### config.mk
export PLATFORM = sky130hd
export DESIGN_NAME = hrs_homing_sequencer
export DESIGN_NICKNAME = d
export VERILOG_FILES = /design/src/include/hrs_pkg.sv /design/src/verilog/hrs_homing_sequencer.sv /design/src/verilog/hrs_debounce.sv /design/src/verilog/hrs_mode_decode.sv
export VERILOG_INCLUDE_DIRS = /design/src /design/src/include
export SDC_FILE = /design/constraint.sdc
export NUM_CORES = 1
export LEC_CHECK = 0
export BUFFER_PORTS_ARGS = -buffer_cell sky130_fd_sc_hd__buf_2
export CELL_PAD_IN_SITES_DETAIL_PLACEMENT = 1
export CELL_PAD_IN_SITES_GLOBAL_PLACEMENT = 2
export CORE_MARGIN = 2
export CORE_UTILIZATION = 30
export CTS_CLUSTER_DIAMETER = 200
export DETAILED_ROUTE_END_ITERATION = 12
export GPL_TIMING_DRIVEN = 0
export PLACE_DENSITY_LB_ADDON = 0.2
export SYNTH_ARGS = -nofsm -noshare
export SYNTH_HDL_FRONTEND = slang
export SYNTH_SLANG_ARGS = --single-unit
### constraint.sdc
create_clock -name clk -period 2.7 [get_ports clk]
set_input_delay 0.54 -clock clk [delete_from_list [all_inputs] [get_ports clk]]
set_output_delay 0.54 -clock clk [all_outputs]
set_load 0.01 [all_outputs]
### src/include/hrs_defs.svh
`ifndef HRS_DEFS_SVH
`define HRS_DEFS_SVH

// AHB-Lite register byte offsets
`define HRS_OFF_CTRL 12'h000
`define HRS_OFF_CFG 12'h004
`define HRS_OFF_STAT 12'h008
`define HRS_OFF_MTWIN 12'h00c
`define HRS_OFF_OFFSET 12'h010

// Control register bits (write one to act; DOWNLOAD is not decoded, a CFG write downloads)
`define HRS_CTRL_START 0
`define HRS_CTRL_DOWNLOAD 1
`define HRS_CTRL_ABORT 2

// Configuration register fields
`define HRS_CFG_MODE_LSB 0
`define HRS_CFG_MODE_MSB 7
`define HRS_CFG_NOAPPROACH 8
`define HRS_CFG_WITHREF 9
`define HRS_CFG_ABSENC 10
`define HRS_CFG_MTEMU 11
`define HRS_CFG_CURTHR 12
`define HRS_CFG_DEB_LSB 16
`define HRS_CFG_DEB_MSB 20
`define HRS_CFG_RESET 32'h0000_0200

// Status register bits
`define HRS_STAT_BUSY 0
`define HRS_STAT_REF 12
`define HRS_STAT_NOLIM 1
`define HRS_STAT_ABSBAD 2
`define HRS_STAT_DONE 3

// Homing mode codes
`define HRS_M_NONE 8'h00
`define HRS_M_Z1 8'h01
`define HRS_M_Z2 8'h02
`define HRS_M_SZ_LO 8'h03
`define HRS_M_SZ_HI 8'h0e
`define HRS_M_LIM_LO 8'h11
`define HRS_M_LIM_HI 8'h12
`define HRS_M_SW_LO 8'h13
`define HRS_M_SW_HI 8'h1e
`define HRS_M_Z33 8'h21
`define HRS_M_Z34 8'h22
`define HRS_M_HERE 8'h23
`define HRS_M_BLK_LO 8'h80
`define HRS_M_BLK_HI 8'h81
`define HRS_M_ZX_LO 8'h82
`define HRS_M_ZX_HI 8'h85

// Debounce sample period
`define HRS_SAMPLE_NS 500000
`define HRS_CLK_NS 5
`define HRS_SAMPLE_CYC (`HRS_SAMPLE_NS / `HRS_CLK_NS)
`define HRS_DEB_MAX_MS 20
`define HRS_SAMPLES_PER_MS 2

`endif

### src/include/hrs_pkg.sv
package hrs_pkg;
    typedef enum logic [2:0] {
        HRS_IDLE = 3'b000,
        HRS_SEEK = 3'b001,
        HRS_PULSE = 3'b011,
        HRS_APPROACH = 3'b010,
        HRS_DONE = 3'b110
    } hrs_state_t;

    typedef enum logic [1:0] {
        HRS_K_NONE = 2'h0,
        HRS_K_SWITCH = 2'h1,
        HRS_K_PULSE = 2'h2,
        HRS_K_BLOCK = 2'h3
    } hrs_kind_t;

    // Decoded homing mode
    typedef struct packed {
        logic valid;
        logic here;
        logic useSwitch;
        logic useLimit;
        logic useBlock;
        logic usePulse;
    } hrs_mode_t;

    // Switch and feedback inputs after synchronising
    typedef struct packed {
        logic homeSw;
        logic limPos;
        logic limNeg;
        logic zeroPulse;
        logic curThr;
    } hrs_sense_t;

    // Motion commands toward the position loop
    typedef struct packed {
        logic run;
        logic dirPos;
        logic gotoZero;
        logic setZero;
        logic limitsOff;
    } hrs_motion_t;
endpackage : hrs_pkg

### src/verilog/hrs_homing_sequencer.sv
`timescale 1ns/10ps
`include "hrs_defs.svh"

module hrs_homing_sequencer
    import hrs_pkg::*;
#(
    parameter logic [31:0] CFG_RESET = `HRS_CFG_RESET
) (
    input wire logic clk,
    input wire logic rstn,
    input wire logic [11:0] haddr,
    input wire logic [1:0] htrans,
    input wire logic hwrite,
    input wire logic [2:0] hsize,
    input wire logic hsel,
    input wire logic hready,
    input wire logic [31:0] hwdata,
    output logic [31:0] hrdata,
    output logic hreadyout,
    output logic hresp,
    input wire logic homeSwPin,
    input wire logic limPosPin,
    input wire logic limNegPin,
    input wire logic zeroPulsePin,
    input wire logic curThrPin,
    input wire logic absValid,
    input wire logic [15:0] angleMoved,
    output hrs_motion_t motion,
    output logic [31:0] zeroOffset,
    output logic referencedOutput
);
    typedef struct packed {
        hrs_state_t state;
        logic [31:0] cfg;
        logic [31:0] offset;
        logic [15:0] mtWin;
        logic pendHome;
        logic referenced;
        logic absBad;
        logic done;
        logic powerUp;
        logic dirPos;
        logic prevSw;
        logic prevZp;
        logic wrPend;
        logic [11:0] wrAddr;
        logic [31:0] rdata;
        hrs_motion_t mot;
    } hrs_st_t;

    // Power-on configuration stands in for the stored one; its window must be servable
    if (CFG_RESET[`HRS_CFG_DEB_MSB:`HRS_CFG_DEB_LSB] > `HRS_DEB_MAX_MS) begin : badCfgReset
        $error("hrs_homing_sequencer: reset debounce window too long");
    end

    hrs_st_t st_reg;
    hrs_st_t st_next;
    logic [4:0] syncA;
    logic [4:0] syncB;
    hrs_sense_t sense;
    logic homeDeb;
    hrs_mode_t mode;
    logic start;
    logic download;
    logic abort;
    logic endOfTravel;
    logic swEdge;
    logic zpEdge;
    logic found;

    // -----------------------------------------------------------
    // Pin synchronisers
    // -----------------------------------------------------------
    always_ff @(posedge clk or negedge rstn) begin
        if (!rstn) begin
            syncA <= 5'h00;
            syncB <= 5'h00;
        end else begin
            syncA <= {homeSwPin, limPosPin, limNegPin, zeroPulsePin, curThrPin};
            syncB <= syncA;
        end
    end

    assign sense = hrs_sense_t'(syncB);

    hrs_debounce u_deb (
        .clk(clk),
        .rstn(rstn),
        .din(sense.homeSw),
        .windowMs(st_reg.cfg[`HRS_CFG_DEB_MSB:`HRS_CFG_DEB_LSB]),
        .dout(homeDeb)
    );

    hrs_mode_decode u_dec (
        .code(st_reg.cfg[`HRS_CFG_MODE_MSB:`HRS_CFG_MODE_LSB]),
        .mode(mode)
    );

    // -----------------------------------------------------------
    // Bus write strobes and sensing helpers
    // -----------------------------------------------------------
    assign start = st_reg.wrPend && st_reg.wrAddr == `HRS_OFF_CTRL &&
                   hwdata[`HRS_CTRL_START];
    assign download = st_reg.wrPend && st_reg.wrAddr == `HRS_OFF_CFG;
    assign abort = st_reg.wrPend && st_reg.wrAddr == `HRS_OFF_CTRL &&
                   hwdata[`HRS_CTRL_ABORT];
    // Current threshold may stand in for reversal switches
    assign endOfTravel = st_reg.cfg[`HRS_CFG_CURTHR] ? sense.curThr :
                         (st_reg.dirPos ? sense.limPos : sense.limNeg);
    assign swEdge = homeDeb != st_reg.prevSw;
    assign zpEdge = sense.zeroPulse && !st_reg.prevZp;
    // Machine-zero event for the active mode
    assign found = (mode.useSwitch && swEdge) ||
                   (mode.useLimit && endOfTravel) ||
                   (mode.useBlock && sense.curThr) ||
                   (!mode.useSwitch && !mode.useLimit && mode.usePulse && zpEdge);

    // -----------------------------------------------------------
    // Sequencer and register file
    // -----------------------------------------------------------
    always_comb begin
        st_next = st_reg;
        st_next.prevSw = homeDeb;
        st_next.prevZp = sense.zeroPulse;
        st_next.mot.setZero = 1'b0;
        st_next.done = 1'b0;
        // Address phase capture; single-cycle response, always OKAY
        st_next.wrPend = 1'b0;
        if (hsel && hready && htrans[1]) begin
            st_next.wrPend = hwrite;
            st_next.wrAddr = haddr;
            if (haddr == `HRS_OFF_CTRL) begin
                st_next.rdata = 32'h00000000;
            end else if (haddr == `HRS_OFF_CFG) begin
                st_next.rdata = st_reg.cfg;
            end else if (haddr == `HRS_OFF_STAT) begin
                st_next.rdata = 32'h00000000;
                st_next.rdata[`HRS_STAT_BUSY] = st_reg.state != HRS_IDLE;
                st_next.rdata[`HRS_STAT_NOLIM] = st_reg.mot.limitsOff;
                st_next.rdata[`HRS_STAT_ABSBAD] = st_reg.absBad;
                st_next.rdata[`HRS_STAT_DONE] = st_reg.pendHome;
                st_next.rdata[`HRS_STAT_REF] = st_reg.referenced;
            end else if (haddr == `HRS_OFF_MTWIN) begin
                st_next.rdata = {16'h0000, st_reg.mtWin};
            end else if (haddr == `HRS_OFF_OFFSET) begin
                st_next.rdata = st_reg.offset;
            end else begin
                st_next.rdata = 32'h00000000;
            end
        end
        if (st_reg.wrPend && st_reg.wrAddr == `HRS_OFF_MTWIN) begin
            st_next.mtWin = hwdata[15:0];
        end
        if (st_reg.wrPend && st_reg.wrAddr == `HRS_OFF_OFFSET) begin
            st_next.offset = hwdata;
        end
        // Power-on restore happens once, one cycle after reset release
        if (st_reg.powerUp) begin
            st_next.powerUp = 1'b0;
            if (st_reg.cfg[`HRS_CFG_ABSENC] && absValid) begin
                st_next.referenced = 1'b1;
            end else if (st_reg.cfg[`HRS_CFG_MTEMU]) begin
                // Position is restored either way; flag only if inside window
                st_next.referenced = angleMoved <= st_reg.mtWin;
                st_next.absBad = angleMoved > st_reg.mtWin;
            end
        end
        case (st_reg.state)
            HRS_IDLE: begin
                if (start && mode.valid && (st_reg.pendHome || !st_reg.referenced ||
                    st_reg.cfg[`HRS_CFG_WITHREF])) begin
                    st_next.mot.limitsOff = 1'b1;
                    st_next.pendHome = 1'b0;
                    if (mode.here) begin
                        // No motion, zero taken at present position
                        st_next.mot.setZero = 1'b1;
                        st_next.state = HRS_DONE;
                    end else begin
                        st_next.dirPos = !homeDeb;
                        st_next.mot.run = 1'b1;
                        st_next.mot.dirPos = !homeDeb;
                        st_next.state = HRS_SEEK;
                    end
                end
            end
            HRS_SEEK: begin
                if (mode.useSwitch && endOfTravel) begin
                    // Reverse at travel end and keep searching
                    st_next.dirPos = !st_reg.dirPos;
                    st_next.mot.dirPos = !st_reg.dirPos;
                end else if (found) begin
                    st_next.state = mode.usePulse && (mode.useSwitch || mode.useLimit) ?
                                    HRS_PULSE : HRS_APPROACH;
                    st_next.mot.setZero = !(mode.usePulse &&
                                            (mode.useSwitch || mode.useLimit));
                end
            end
            HRS_PULSE: begin
                if (zpEdge) begin
                    st_next.mot.setZero = 1'b1;
                    st_next.state = HRS_APPROACH;
                end
            end
            HRS_APPROACH: begin
                st_next.mot.run = 1'b0;
                st_next.mot.gotoZero = !st_reg.cfg[`HRS_CFG_NOAPPROACH];
                st_next.state = HRS_DONE;
            end
            HRS_DONE: begin
                st_next.mot.gotoZero = 1'b0;
                st_next.mot.limitsOff = 1'b0;
                st_next.referenced = 1'b1;
                st_next.absBad = 1'b0;
                st_next.done = 1'b1;
                st_next.state = HRS_IDLE;
            end
            default: begin
                st_next.state = HRS_IDLE;
            end
        endcase
        if (abort && st_reg.state != HRS_IDLE) begin
            st_next.mot = '0;
            st_next.state = HRS_IDLE;
        end
        // Download drops the reference and arms homing on next start
        if (download) begin
            st_next.cfg = hwdata;
            st_next.referenced = 1'b0;
            st_next.pendHome = 1'b1;
            st_next.mot = '0;
            st_next.state = HRS_IDLE;
        end
    end

    always_ff @(posedge clk or negedge rstn) begin
        if (!rstn) begin
            st_reg <= '0;
            st_reg.cfg <= CFG_RESET;
            st_reg.powerUp <= 1'b1;
            st_reg.pendHome <= 1'b1;
        end else begin
            st_reg <= st_next;
        end
    end

    assign hrdata = st_reg.rdata;
    assign hreadyout = 1'b1;
    assign hresp = 1'b0;
    assign motion = st_reg.mot;
    assign zeroOffset = st_reg.offset;
    assign referencedOutput = st_reg.referenced;

    // -----------------------------------------------------------
    // Assertions
    // -----------------------------------------------------------
    limitsOff_a: assert property (@(posedge clk) disable iff (!rstn)
        (st_reg.state == HRS_SEEK || st_reg.state == HRS_PULSE) |-> motion.limitsOff)
        else $error("limits checked during homing");
    dlClear_a: assert property (@(posedge clk) disable iff (!rstn)
        download |=> !referencedOutput && st_reg.pendHome)
        else $error("download kept reference");
    hereNoMove_a: assert property (@(posedge clk) disable iff (!rstn)
        (st_reg.state == HRS_DONE && $rose(motion.setZero) && !motion.run && mode.here &&
         !download) |=> referencedOutput)
        else $error("mode here did not reference");
    approach_a: assert property (@(posedge clk) disable iff (!rstn)
        (st_reg.state == HRS_APPROACH && !st_reg.cfg[`HRS_CFG_NOAPPROACH] && !download &&
         !abort) |=> motion.gotoZero)
        else $error("no approach to zero");
    noApproach_a: assert property (@(posedge clk) disable iff (!rstn)
        st_reg.cfg[`HRS_CFG_NOAPPROACH] && st_reg.state == HRS_APPROACH |=> !motion.gotoZero)
        else $error("approach not suppressed");
    pulseWait_a: assert property (@(posedge clk) disable iff (!rstn)
        (st_reg.state == HRS_PULSE && !zpEdge && !download && !abort) |=>
        st_reg.state == HRS_PULSE)
        else $error("left pulse wait without pulse");
    mtWindow_a: assert property (@(posedge clk) disable iff (!rstn)
        (st_reg.powerUp && st_reg.cfg[`HRS_CFG_MTEMU] && !st_reg.cfg[`HRS_CFG_ABSENC] &&
         !download && angleMoved > st_reg.mtWin) |=> !referencedOutput && st_reg.absBad)
        else $error("referenced outside validity window");
    doneRef_a: assert property (@(posedge clk) disable iff (!rstn)
        (st_reg.state == HRS_DONE && !download) |=> referencedOutput && !motion.limitsOff)
        else $error("homing end did not reference");
    startC: cover property (@(posedge clk) disable iff (!rstn)
        st_reg.state == HRS_SEEK ##[1:1000] st_reg.state == HRS_DONE);
    pulseC: cover property (@(posedge clk) disable iff (!rstn) st_reg.state == HRS_PULSE);
    restoreC: cover property (@(posedge clk) disable iff (!rstn)
        st_reg.powerUp ##1 referencedOutput);
endmodule : hrs_homing_sequencer

### src/verilog/hrs_debounce.sv
`timescale 1ns/10ps
`include "hrs_defs.svh"

// Majority-vote debouncer; window of zero passes the level straight on
module hrs_debounce
    import hrs_pkg::*;
#(
    parameter int SAMPLE_CYC = `HRS_SAMPLE_CYC,
    parameter int MAXN = `HRS_DEB_MAX_MS * `HRS_SAMPLES_PER_MS
) (
    input wire logic clk,
    input wire logic rstn,
    input wire logic din,
    input wire logic [4:0] windowMs,
    output logic dout
);
    // The tick counter is 18 bits wide and the sample counters 6 bits
    if (SAMPLE_CYC < 1 || SAMPLE_CYC > (1 << 18) || MAXN < 1 || MAXN > 63) begin : badParams
        $error("hrs_debounce: bad parameters");
    end

    typedef struct packed {
        logic [17:0] tick;
        logic [5:0] cnt;
        logic [5:0] ones;
        logic level;
    } hrs_deb_st_t;

    hrs_deb_st_t st_reg;
    hrs_deb_st_t st_next;
    logic [5:0] nSamp;

    // -----------------------------------------------------------
    // Vote logic
    // -----------------------------------------------------------
    // Counts ones in each window; with a nonzero window, level flips only on a strict majority
    always_comb begin
        st_next = st_reg;
        nSamp = 6'(windowMs) <<< 1;
        if (nSamp > 6'(MAXN)) begin
            nSamp = 6'(MAXN);
        end
        if (windowMs == 5'h00) begin
            st_next.level = din;
            st_next.cnt = 6'h00;
            st_next.ones = 6'h00;
        end else if (st_reg.tick == 18'(SAMPLE_CYC - 1)) begin
            st_next.tick = 18'h00000;
            if (st_reg.cnt + 6'h01 >= nSamp) begin
                // Strict majority over the whole window
                if ((7'(st_reg.ones) + 7'(din)) * 7'h02 > 7'(nSamp)) begin
                    st_next.level = 1'b1;
                end else if ((7'(st_reg.ones) + 7'(din)) * 7'h02 < 7'(nSamp)) begin
                    st_next.level = 1'b0;
                end
                st_next.cnt = 6'h00;
                st_next.ones = 6'h00;
            end else begin
                st_next.cnt = st_reg.cnt + 6'h01;
                st_next.ones = st_reg.ones + 6'(din);
            end
        end else begin
            st_next.tick = st_reg.tick + 18'h00001;
        end
    end

    always_ff @(posedge clk or negedge rstn) begin
        if (!rstn) begin
            st_reg <= '0;
        end else begin
            st_reg <= st_next;
        end
    end

    assign dout = st_reg.level;

    bypassFollow_a: assert property (@(posedge clk) disable iff (!rstn)
        (windowMs == 5'h00) |=> (dout == $past(din)))
        else $error("debounce bypass does not follow input");
endmodule : hrs_debounce

### src/verilog/hrs_mode_decode.sv
`timescale 1ns/10ps
`include "hrs_defs.svh"

// Classifies the homing mode code into the inputs it needs
module hrs_mode_decode
    import hrs_pkg::*;
(
    input wire logic [7:0] code,
    output hrs_mode_t mode
);
    function automatic logic inRange(input logic [7:0] c, input logic [7:0] lo,
                                     input logic [7:0] hi);
        inRange = (c >= lo) && (c <= hi);
    endfunction : inRange

    // -----------------------------------------------------------
    // Decode
    // -----------------------------------------------------------
    always_comb begin
        mode = '0;
        if (inRange(code, `HRS_M_SW_LO, `HRS_M_SW_HI)) begin
            mode.useSwitch = 1'b1;
        end else if (inRange(code, `HRS_M_SZ_LO, `HRS_M_SZ_HI)) begin
            mode.useSwitch = 1'b1;
            mode.usePulse = 1'b1;
        end else if (inRange(code, `HRS_M_LIM_LO, `HRS_M_LIM_HI)) begin
            mode.useLimit = 1'b1;
        end else if (code == `HRS_M_HERE) begin
            mode.here = 1'b1;
        end else if (inRange(code, `HRS_M_BLK_LO, `HRS_M_BLK_HI)) begin
            mode.useBlock = 1'b1;
        end else if (code == `HRS_M_Z1 || code == `HRS_M_Z2 ||
                     inRange(code, `HRS_M_ZX_HI - 8'h01, `HRS_M_ZX_HI)) begin
            mode.usePulse = 1'b1; // limit switch plus zero pulse
            mode.useLimit = 1'b1;
        end else if (code == `HRS_M_Z33 || code == `HRS_M_Z34 ||
                     inRange(code, `HRS_M_ZX_LO, `HRS_M_ZX_LO + 8'h01)) begin
            mode.usePulse = 1'b1; // zero pulse alone
        end
        mode.valid = mode.useSwitch | mode.useLimit | mode.here | mode.useBlock |
                     mode.usePulse;
    end
endmodule : hrs_mode_decode

==> results of run 1 <==
layer usage:
metal  vias to the layer above  share of wire [%]
met5                         -                  0
met4                         0               0.66
met3                        12                3.0
met2                       113                 49
met1                      3750                 48
li1                       3537                  -
layout make-up:
type | instances | area share (%)
tap | 396 | 4.49
inverter | 25 | 0.850
multi-input combinational | 615 | 35.3
buffer | 113 | 6.43
timing repair buffer | 142 | 6.76
clock inverter | 14 | 1.22
clock buffer | 18 | 3.89
sequential | 181 | 41.1
placed cells by master (no fill, tap or decap), drive strengths merged, types with 14 or more instances in the layout:
master  netlist  layout
a21oi        14      14
a22oi        26      26
buf          83     225
clkbuf       31      48
dfrtp       178     178
ha           30      30
inv          25      32
mux2         45      45
nand2       185     185
nand3        20      20
nor2         32      32
nor3         14      14
o21ai        87      87
how the worst min path moves through the flow:
stage / startpoint / to / cells past startpoint
6_report: rstn / st_reg[140]$_DFFE_PN0P_ / 1
5_1_grt: rstn / hrdata[4]$_DFFE_PN0P_ / 1
4_1_cts: rstn / syncA[1]$_DFF_PN0_ / 1
3_5_place_dp: syncA[2]$_DFF_PN0_ / sense[2]$_DFF_PN0_ / 0
3_3_place_gp: syncA[2]$_DFF_PN0_ / sense[2]$_DFF_PN0_ / 0
2_1_floorplan: rstn / hrdata[0]$_DFFE_PN0P_ / 0
through the flow:
| step | hold WS [ns] | utilization (%) |
|---|---|---|
| global route | 0.179 | 36.3 |
| finish | 0.137 | 36.3 |
| detailed placement | 0.336 | 34.4 |
| CTS | 0.156 | 36.3 |
| global placement | 0.335 | 34.3 |
| floorplan | 0.244 | - |
what timing repair did:
action                     in CTS  in global routing
gates resized for setup         1                  5
setup endpoints to repair      10                 40
setup buffers                   0                  1
pin swaps                       0                  1
cell families after synthesis:
logic type / share of synthesized area [%]
other: 0.0814
adders and majority gates: 4.07
DFF: 49.1
xor gates and xnor gates: 1.42
buffers and inverters: 8.71
muxes: 6.18
and+or+nand+nor: 16.9
AOI/OAI and AO/OA: 13.5
power breakdown:
part | total [mW] | switching (mW) | internal, mW
Clock | 2.48 | 1.26 | 1.23
Sequential | 2.87 | 0.0747 | 2.80
Combinational | 0.456 | 0.251 | 0.205
==> key figures, run 1 <==
Run status
  • Status: complete, no violations

Setup path
  • Crit path buf inv count: 2
  • CP endpoint kind: flip-flop
  • Setup CP Type: in2reg
  • Max incr delay on CP: 0.67 ns
  • Crit-path max FO: 10
  • CP max stage cell: nor4b_2
  • Critical path endpoint: hrdata[12]$_DFFE_PN0P_
  • Setup crit start kind: primary input
  • Cell Chain, Critical Path: buf_2, nor4_2, nand3_1, nor4b_2, clkbuf_1, a221oi_1, o21ai_0
  • R2r worst-path depth: 10
  • Number of stages on the worst setup path: 7
  • Crit path DAT: 2.87 ns
  • R2r endpoint: u_deb.st_reg[1]$_DFFE_PN0P_
  • CP top delay family: simple AND/OR/NAND/NOR gates
  • Reg2reg setup slack: 0.22 ns
  • Worst EP required: 3.04 ns
  • Worst R2R Start: st_reg[124]$_DFFE_PN0P_
  • CP startpoint: haddr[6]

Global route
  • GRT met2 Usage: 30.1%
  • First-pass GRT wire length: 44.0 mm
  • Met1 Track Usage GR: 24.7%
  • Initial antenna violation count: 0
  • Busiest metal layer after global routing: met2
  • GRT met3 Usage: 3.10%
  • Vias in the first global route: 7,582
  • Total track usage: 18.1%
  • Largest net degree at the start of global routing: 93
  • Overflow after GRT: 0

Route
  • Routed vias: 7,412
  • Total Wirelength: 28.4 mm
  • DR WL/cell: 18.8 um
  • Post-route ant nets: 0
  • DR vias/cell: 4.93
  • Drt drc: 0
  • Initial DRC count: 387
  • Drt pass-1 iters: 5

Timing
  • Setup violators final: 0
  • RSZ-0062 raised after global routing: false
  • Post-layout minimum cycle time: 2.53 ns
  • Final count of hold timing violations: 0
  • Max frequency: 395 MHz
  • Worst setup margin: 0.166 ns
  • Final slew viol count: 0
  • TNS Setup: 0 ns
  • Slew headroom: 38.8%
  • Worst Tran Pin Value: 0.915 ns
  • Period utilization: 93.9%
  • Clk_skew: 0.0161 ns

Place
  • Routability Congestion: 0.812
  • Area after DPL: 10,500 um2
  • Placed Instances: 1,472
  • Number of port buffers: 140
  • HPWL Detailed: 20.8 mm
  • Place WS: -0.276 ns

Finish
  • Antenna diodes: 0
  • Layout cell share with drive strength beyond 1: 28.7%
  • Nets: 1,201
  • Syn-to-layout area delta: 19.6%
  • Max FFs per register: 70
  • Filler instances: 3,510
  • Multi-input logic area: 3890 um2
  • Register Area: 4530 um2
  • Design area: 11,000 um2
  • Non-Filler Instances: 1,504

Power and ir drop
  • Power Density: 526 nW/um2
  • Max rail drop VDD: 390 uV
  • Total Power: 5.81 mW
  • Leakage power: 5.10 nW

Clock tree
  • Root buffer cell: clkbuf_16
  • Hold_buf cts: 0
  • Clk sink count: 181
  • Clock Pin Slew Worst Setup and Hold Paths: 0.07 ns
  • Clk_lat worst skew: 0.44 ns
  • H-Tree Depth: 4
  • CTS tree: yes
  • Total CTS buffers: 17
  • CTS Buffer Depth: 2

Flow run
  • Max-Cap Viols: 0

Floorplanning
  • Core Footprint: 30,400 um2
  • Core Rows: 64
  • Initial cell density of the core: 30.3%
  • Die H: 179 um
  • Die width: 179 um
  • IO Pins: 148
  • Die ar.: 32,200 um2

Logic synthesis
  • Post-Syn Area: 9230 um2
  • Synth unique cells: 73
  • Leading post-synthesis cells by cell area: dfrtp_1, nand2_1, buf_4
  • Top-count cell post-synth: nand2_1
  • Number of enable flip-flop cells after synthesis: 0
  • Yosys top cell by area: dfrtp_1
  • Synthesis warning total: 0
  • Asr flop ratio synth: 100%
  • Top_reg_cell synth: dfrtp_1
  • Syn Inst Count: 934
  • Yosys reg bits: 181
  • Synth top cells by count: nand2_1, dfrtp_1, o21ai_0, buf_4, mux2_2
  • Sequential fraction of the synthesis area: 49.1%
  • Mapped Avg Cell Area: 9.88 um2
  • Area share of the largest cell type after synthesis: 48.3%

Hold path
  • Worst hold path class: in2async
Note: power is estimated with default switching activity, not from simulation.
==> inputs of run 2 (changes only) <==
--- a/config.mk
+++ b/config.mk
@@ -17,2 +17,3 @@
 export PLACE_DENSITY_LB_ADDON = 0.2
+export SLEW_MARGIN = 20
 export SYNTH_ARGS = -nofsm -noshare
==> constraint.sdc (replaced) <==
create_clock -name clk -period 2.7 [get_ports clk]
set_input_delay 0.135 -clock clk [delete_from_list [all_inputs] [get_ports clk]]
set_output_delay 0.135 -clock clk [all_outputs]
set_load 0.01 [all_outputs]
==> run 2 against run 1 <==
Wire length rose by 1.3%. First-iteration DRC count rose by 5.9%. Critical path depth rose by 3. Global-route usage rose by 0.48 points. Register-to-register slack got worse by 0.08 ns. Clock skew fell by 0.0022 ns. Largest cell class unchanged.
==> key figures, run 2 (same netlist as run 1, synthesis figures left out) <==
Clock tree
  • Clock Pin Slew Worst Setup and Hold Paths: 0.08 ns (about the same)
  • H-Tree Depth: 4 (unchanged)
  • Total CTS buffers: 17 (unchanged)
  • CTS Buffer Depth: 2 (unchanged)
  • Clk_lat worst skew: 0.44 ns (about the same)
  • Clk sink count: 181 (unchanged)
  • CTS tree: yes
  • Root buffer cell: clkbuf_16

Timing
  • Clk_skew: 0.0139 ns (-0.00216 ns)
  • Period utilization: 94.7% (+0.82 points)
  • RSZ-0062 raised after global routing: false
  • Slew headroom: 38.6% (-0.19 points)
  • Final slew viol count: 0 (unchanged)
  • Setup violators final: 0 (unchanged)
  • TNS Setup: 0 ns (unchanged)
  • Final count of hold timing violations: 0 (unchanged)
  • Max frequency: 391 MHz (-0.87%)
  • Worst Tran Pin Value: 0.918 ns (+0.00285 ns)
  • Worst setup margin: 0.144 ns (-0.0223 ns)
  • Post-layout minimum cycle time: 2.56 ns (+0.0223 ns)

Floorplanning
  • Initial cell density of the core: 30.3% (unchanged)
  • Core Rows: 64 (unchanged)
  • IO Pins: 148 (unchanged)
  • Die width: 179 um (unchanged)
  • Core Footprint: 30,400 um2 (unchanged)
  • Die ar.: 32,200 um2 (unchanged)
  • Die H: 179 um (unchanged)

Global route
  • First-pass GRT wire length: 45.1 mm (+2.5%)
  • Largest net degree at the start of global routing: 91 (-2.2%)
  • Total track usage: 18.5% (+0.48 points)
  • Overflow after GRT: 0 (unchanged)
  • Initial antenna violation count: 0 (unchanged)
  • Vias in the first global route: 7,759 (+2.3%)

Finish
  • Multi-input logic area: 3910 um2 (+0.35%)
  • Layout cell share with drive strength beyond 1: 27.7% (-0.96 points)
  • Antenna diodes: 0 (unchanged)
  • Syn-to-layout area delta: 25.9%
  • Filler instances: 3,490 (-0.57%)
  • Non-Filler Instances: 1,553 (+3.3%)
  • Commonest non-fill, non-tap cell in the layout: nand2_1
  • Max FFs per register: 70 (unchanged)
  • Most frequent cells in the layout: nand2_1, dfrtp_1, buf_2
  • Register Area: 4530 um2 (unchanged)
  • Nets: 1,250 (+4.1%)

Place
  • HPWL Detailed: 20.8 mm (about the same)
  • Placed Instances: 1,473 (+0.068%)
  • Place WS: -0.00351 ns (+0.272 ns)
  • Number of port buffers: 140 (unchanged)
  • Routability Congestion: 0.812 (unchanged)

Power and ir drop
  • Max rail drop VDD: 367 uV (-5.9%)
  • Total Power: 6.09 mW (+4.8%)
  • Leakage power: 5.37 nW (+5.1%)
  • Power Density: 524 nW/um2 (-0.46%)

Route
  • Total Wirelength: 28.7 mm (+1.3%)
  • Initial DRC count: 410 (+5.9%)
  • Drt drc: 0 (unchanged)
  • Routed vias: 7,545 (+1.8%)
  • Post-route ant nets: 0 (unchanged)
  • Drt pass-1 iters: 5 (unchanged)
  • DR vias/cell: 4.86 (-1.4%)
  • DR WL/cell: 18.5 um (-1.9%)

Setup path
  • Crit path DAT: 2.93 ns (+0.06 ns)
  • CP endpoint kind: flip-flop
  • CP max stage cell: dfrtp_1
  • Max incr delay on CP: 0.42 ns (-0.25 ns)
  • Setup crit start kind: flip-flop
  • Cell Chain, Critical Path: or2_2, nand2_1, and2_1, ha_1, a21bo_2, a21o_1, a21oi_1, o21ai_0, or2_1, o21ai_1
  • Setup CP Type: reg2reg
  • R2r worst-path depth: 10 (unchanged)
  • Worst EP required: 3.07 ns (+0.03 ns)
  • Crit-path max FO: 4 (-6)

Flow run
  • Max-Cap Viols: 0 (unchanged)

Hold path
  • Worst hold path class: in2reg
  • Hold path depth: 2

Run status
  • Status: complete, no violations
## run 2: cell types whose count changed in the layout (fill, tap and decap cells not counted), sizes merged
cell and delta:
dlygate4sd3 +48, clkinvlp -3, buf +2, bufinv +2
clkinv +2, clkbuf -1, inv -1
## run 2: per-stage QoR
stage / hold WS, ns / cell area (um2) / util (%)
after global routing: 0.00659 / 11600 / 38.2
after global placement: 0.246 / 10400 / 34.3
after floorplan: -0.161 / 9230 / -
after detailed placement: -0.0822 / 10500 / 34.5
final: 0.0116 / 11600 / 38.2
after CTS: 0.00336 / 11600 / 38.1
## run 2: per-layer routing
layer / track usage [%] / wire length, um / vias to the layer above
met1: 25.3 / 13600 / 3771
met2: 30.9 / 13900 / 117
met3: 2.81 / 927 / 18
met5: 0 / 0 / -
met4: 4.47 / 289 / 0
li1: - / - / 3639
## run 2: repair_timing
item | in CTS | in global routing
setup endpoints to repair | 10 | 49
hold buffers | 48 | 0
gates resized for setup | 1 | 7
gates cloned | 0 | 0
setup buffers | 0 | 1
endpoints found under the hold margin | 180 | 0
pin swaps | 0 | 1
## run 2: area by class of cell
| class | count | area share (%) |
|---|---|---|
| Buffer | 113 | 6.11 |
| Clock buffer | 18 | 3.78 |
| Clock inverter | 14 | 1.60 |
| Inverter | 25 | 0.808 |
| Multi-Input combinational cell | 615 | 33.6 |
| Sequential cell | 181 | 39.0 |
| Tap cell | 396 | 4.26 |
| Timing Repair Buffer | 191 | 10.8 |
## run 2: report_power, final
group	total, mW	internal (mW)	switching [mW]
sequential	2.87	2.79	0.0733
clock	2.70	1.44	1.26
combinational	0.515	0.255	0.261
## run 2: worst paths after layout
path / endpoint / slack, ns / start
max: u_deb.st_reg[1]$_DFFE_PN0P_ / 0.14 / st_reg[124]$_DFFE_PN0P_
min: st_reg[41]$_DFFE_PN0P_ / 0.01 / haddr[4]
max reg2reg: u_deb.st_reg[1]$_DFFE_PN0P_ / 0.14 / st_reg[124]$_DFFE_PN0P_
min reg2reg: sense[1]$_DFF_PN0_ / 0.35 / syncA[1]$_DFF_PN0_
max in group asynchronous: st_reg[53]$_DFF_PN1_ / 1.52 / rstn
min in group asynchronous: sense[1]$_DFF_PN0_ / 0.05 / rstn
## run 2: worst max-delay path: cells and delay by family (launching register included)
kind / cells / cell delay [ns]
AO/OA/AOI/OAI: 5 / 0.89
adder cells (fa/ha/maj): 1 / 0.24
flip-flops: 1 / 0.42
AND/OR/NAND/NOR: 4 / 0.94
==> inputs of run 3 (changes only) <==
- CORE_UTILIZATION: 30 -> 36
==> run 3 against run 2 <==
Sequential share of layout area rose by 0.28 points. Setup slack improved by 0.092 ns. Clock power fell by 2%. Clock-buffer cell count fell by 1. Maximum frequency rose by 3.7%. Register-to-register slack improved by 0.09 ns. Cell area fell by 0.72%. First-iteration DRC count fell by 1.5%. Utilization rose by 7.6 points. Via count rose by 0.11%. Critical path type is now in2reg.
==> key figures, run 3 (same netlist as run 1, synthesis figures left out) <==
Route
  • DR vias/cell: 5.08 (+4.5%)
  • Initial DRC count: 404 (-1.5%)
  • Drt drc: 0 (unchanged)
  • Post-route ant nets: 0 (unchanged)
  • Total Wirelength: 27.2 mm (-5.3%)
  • Drt pass-1 iters: 4 (-1)
  • Routed vias: 7,553 (+0.11%)
  • DR WL/cell: 18.3 um (-1.1%)

Timing
  • Worst Tran Pin Value: 0.872 ns (-0.0455 ns)
  • RSZ-0062 raised after global routing: false
  • Final slew viol count: 0 (unchanged)
  • Slew headroom: 41.6% (+3.0 points)
  • Setup violators final: 0 (unchanged)
  • Period utilization: 91.3% (-3.4 points)
  • Clk_skew: 0.0151 ns (+0.00123 ns)
  • Post-layout minimum cycle time: 2.46 ns (-0.0917 ns)
  • Worst setup margin: 0.235 ns (+0.0917 ns)
  • Max frequency: 406 MHz (+3.7%)
  • Final count of hold timing violations: 0 (unchanged)

Power and ir drop
  • Max rail drop VDD: 318 uV (-13%)
  • Leakage power: 5.36 nW (about the same)
  • Power Density: 522 nW/um2 (-0.42%)

Floorplanning
  • IO Pins: 148 (unchanged)
  • Core Footprint: 25,200 um2 (-17%)
  • Die H: 164 um (-8.5%)
  • Die ar.: 26,900 um2 (-16%)
  • Die width: 164 um (-8.5%)
  • Core Rows: 58 (-9.4%)
  • Initial cell density of the core: 36.6% (+6.3 points)

Finish
  • Layout cell share with drive strength beyond 1: 27.7% (unchanged)
  • Register Area: 4530 um2 (unchanged)
  • Syn-to-layout area delta: 25.0%
  • Most frequent cells in the layout: nand2_1, dfrtp_1, buf_2
  • Nets: 1,250 (unchanged)
  • Filler instances: 2,867 (-18%)
  • Final core utilization: 45.8% (+7.6 points)
  • Max FFs per register: 70 (unchanged)
  • Antenna diodes: 0 (unchanged)
  • Multi-input logic area: 3910 um2 (unchanged)
  • Commonest non-fill, non-tap cell in the layout: nand2_1
  • Non-Filler Instances: 1,487 (-4.2%)

Setup path
  • Worst EP required: 3.03 ns (-0.04 ns)
  • Cell Chain, Critical Path: dlygate4sd3_1, buf_2, nor4_2, nand4b_1, nor3_2, clkbuf_1, a221oi_1, o21ai_0
  • R2r worst-path depth: 8 (-2)
  • Setup crit start kind: primary input
  • R2r endpoint: st_reg[120]$_DFFE_PN0P_
  • Crit path buf inv count: 3 (+3)
  • CP endpoint kind: flip-flop
  • Setup CP Type: in2reg
  • Max incr delay on CP: 0.57 ns (+0.15 ns)
  • Reg2reg setup slack: 0.24 ns (+0.09 ns)
  • CP top delay family: buffers and inverters
  • Worst R2R Start: st_reg[38]$_DFFE_PN0P_
  • Crit path DAT: 2.80 ns (-0.13 ns)
  • Crit-path max FO: 10 (+6)
  • CP max stage cell: clkbuf_1

Clock tree
  • CTS Buffer Depth: 2 (unchanged)
  • CTS tree: yes
  • Clock Pin Slew Worst Setup and Hold Paths: 0.07 ns (about the same)
  • H-Tree Depth: 4 (unchanged)
  • Clk sink count: 181 (unchanged)
  • Total CTS buffers: 17 (unchanged)
  • Root buffer cell: clkbuf_16
  • Clk_lat worst skew: 0.44 ns (about the same)

Place
  • Placed Instances: 1,407 (-4.5%)
  • HPWL Detailed: 19.8 mm (-4.6%)
  • Routability Congestion: 0.793 (-2.4%)
  • Place WS: 0.0933 ns (+0.0968 ns)
  • Number of port buffers: 140 (unchanged)

Global route
  • Initial antenna violation count: 2 (+2)
  • Largest net degree at the start of global routing: 79 (-13%)
  • Overflow after GRT: 0 (unchanged)
  • Total track usage: 21.2% (+2.6 points)
  • First-pass GRT wire length: 43.9 mm (-2.5%)
  • Vias in the first global route: 7,932 (+2.2%)

Hold path
  • Hold Path Sink: st_reg[41]$_DFFE_PN0P_
  • Worst hold path class: in2reg
  • Hold path depth: 2 (unchanged)
  • Min-delay src: haddr[4]

Run status
  • Status: complete, no violations

Flow run
  • Max-Cap Viols: 0 (unchanged)
run 3: report_power, final:
| part | internal (mW) | total, mW | switching (mW) |
|---|---|---|---|
| sequential | 2.79 | 2.87 | 0.0749 |
| combinational | 0.254 | 0.511 | 0.257 |
| clock | 1.36 | 2.64 | 1.28 |
| total | 4.41 | 6.02 | 1.61 |
run 3: layout make-up:
class / count / share of cell area [%]
plain buffers: 114 / 6.18
clock buffers: 17 / 3.69
clock inverters: 15 / 1.78
inverters: 25 / 0.813
multi-input cells: 615 / 33.9
flip-flops and latches: 181 / 39.3
well taps: 330 / 3.58
repair buffers: 190 / 10.8
run 3: per-stage QoR:
stage / hold slack, ns / setup TNS [ns] / power, mW / cell area (um2)
after global placement: 0.244 / -299.93 / 3.36 / 10300
final: 0.0201 / 0 / 6.02 / 11500
after floorplan: -0.161 / 0 / 3.14 / 9230
after global routing: 0.0201 / 0 / 6.26 / 11500
after detailed placement: 0.0535 / 0 / 3.38 / 10400
after CTS: 0.00598 / 0 / 6.09 / 11500
run 3: routing by layer:
metal	track usage, %	wire length, um
met5	0	27
met4	4.35	234
met3	3.89	1130
met2	35.5	13300
met1	28.7	12600
run 3: timing repair:
item / CTS / global route
hold endpoints to repair: 190 / 0
setup endpoints to repair: 0 / 73
gates resized for setup: 0 / 9
hold buffers: 47 / 0
buffers inserted: 0 / 1
run 3: worst reg2reg max path: stages, from the launching register on:
cell      delay, ns
dfrtp_1        0.38
nor3_1         0.45
nand2_1        0.14
nor3_1         0.21
and2_1         0.16
clkbuf_1       0.47
clkbuf_2       0.41
nand2_1        0.11
nand2_1        0.07
run 3: worst max-delay path by stage:
stage               slack [ns]  depth (start not counted)               startpoint                          to
finish                    0.24                          8                 haddr[6]       hrdata[0]$_DFFE_PN0P_
global placement         -1.69                          1                     rstn  zeroOffset[26]$_DFFE_PN0P_
detailed placement        0.09                          8   st_reg[38]$_DFFE_PN0P_     st_reg[107]$_DFFE_PN0P_
CTS                       0.03                          8   st_reg[38]$_DFFE_PN0P_     st_reg[120]$_DFFE_PN0P_
floorplan                 0.45                         10  st_reg[124]$_DFFE_PN0P_      u_deb.dout$_DFFE_PN0P_
global route              0.01                          8                 haddr[6]      hrdata[16]$_DFFE_PN0P_
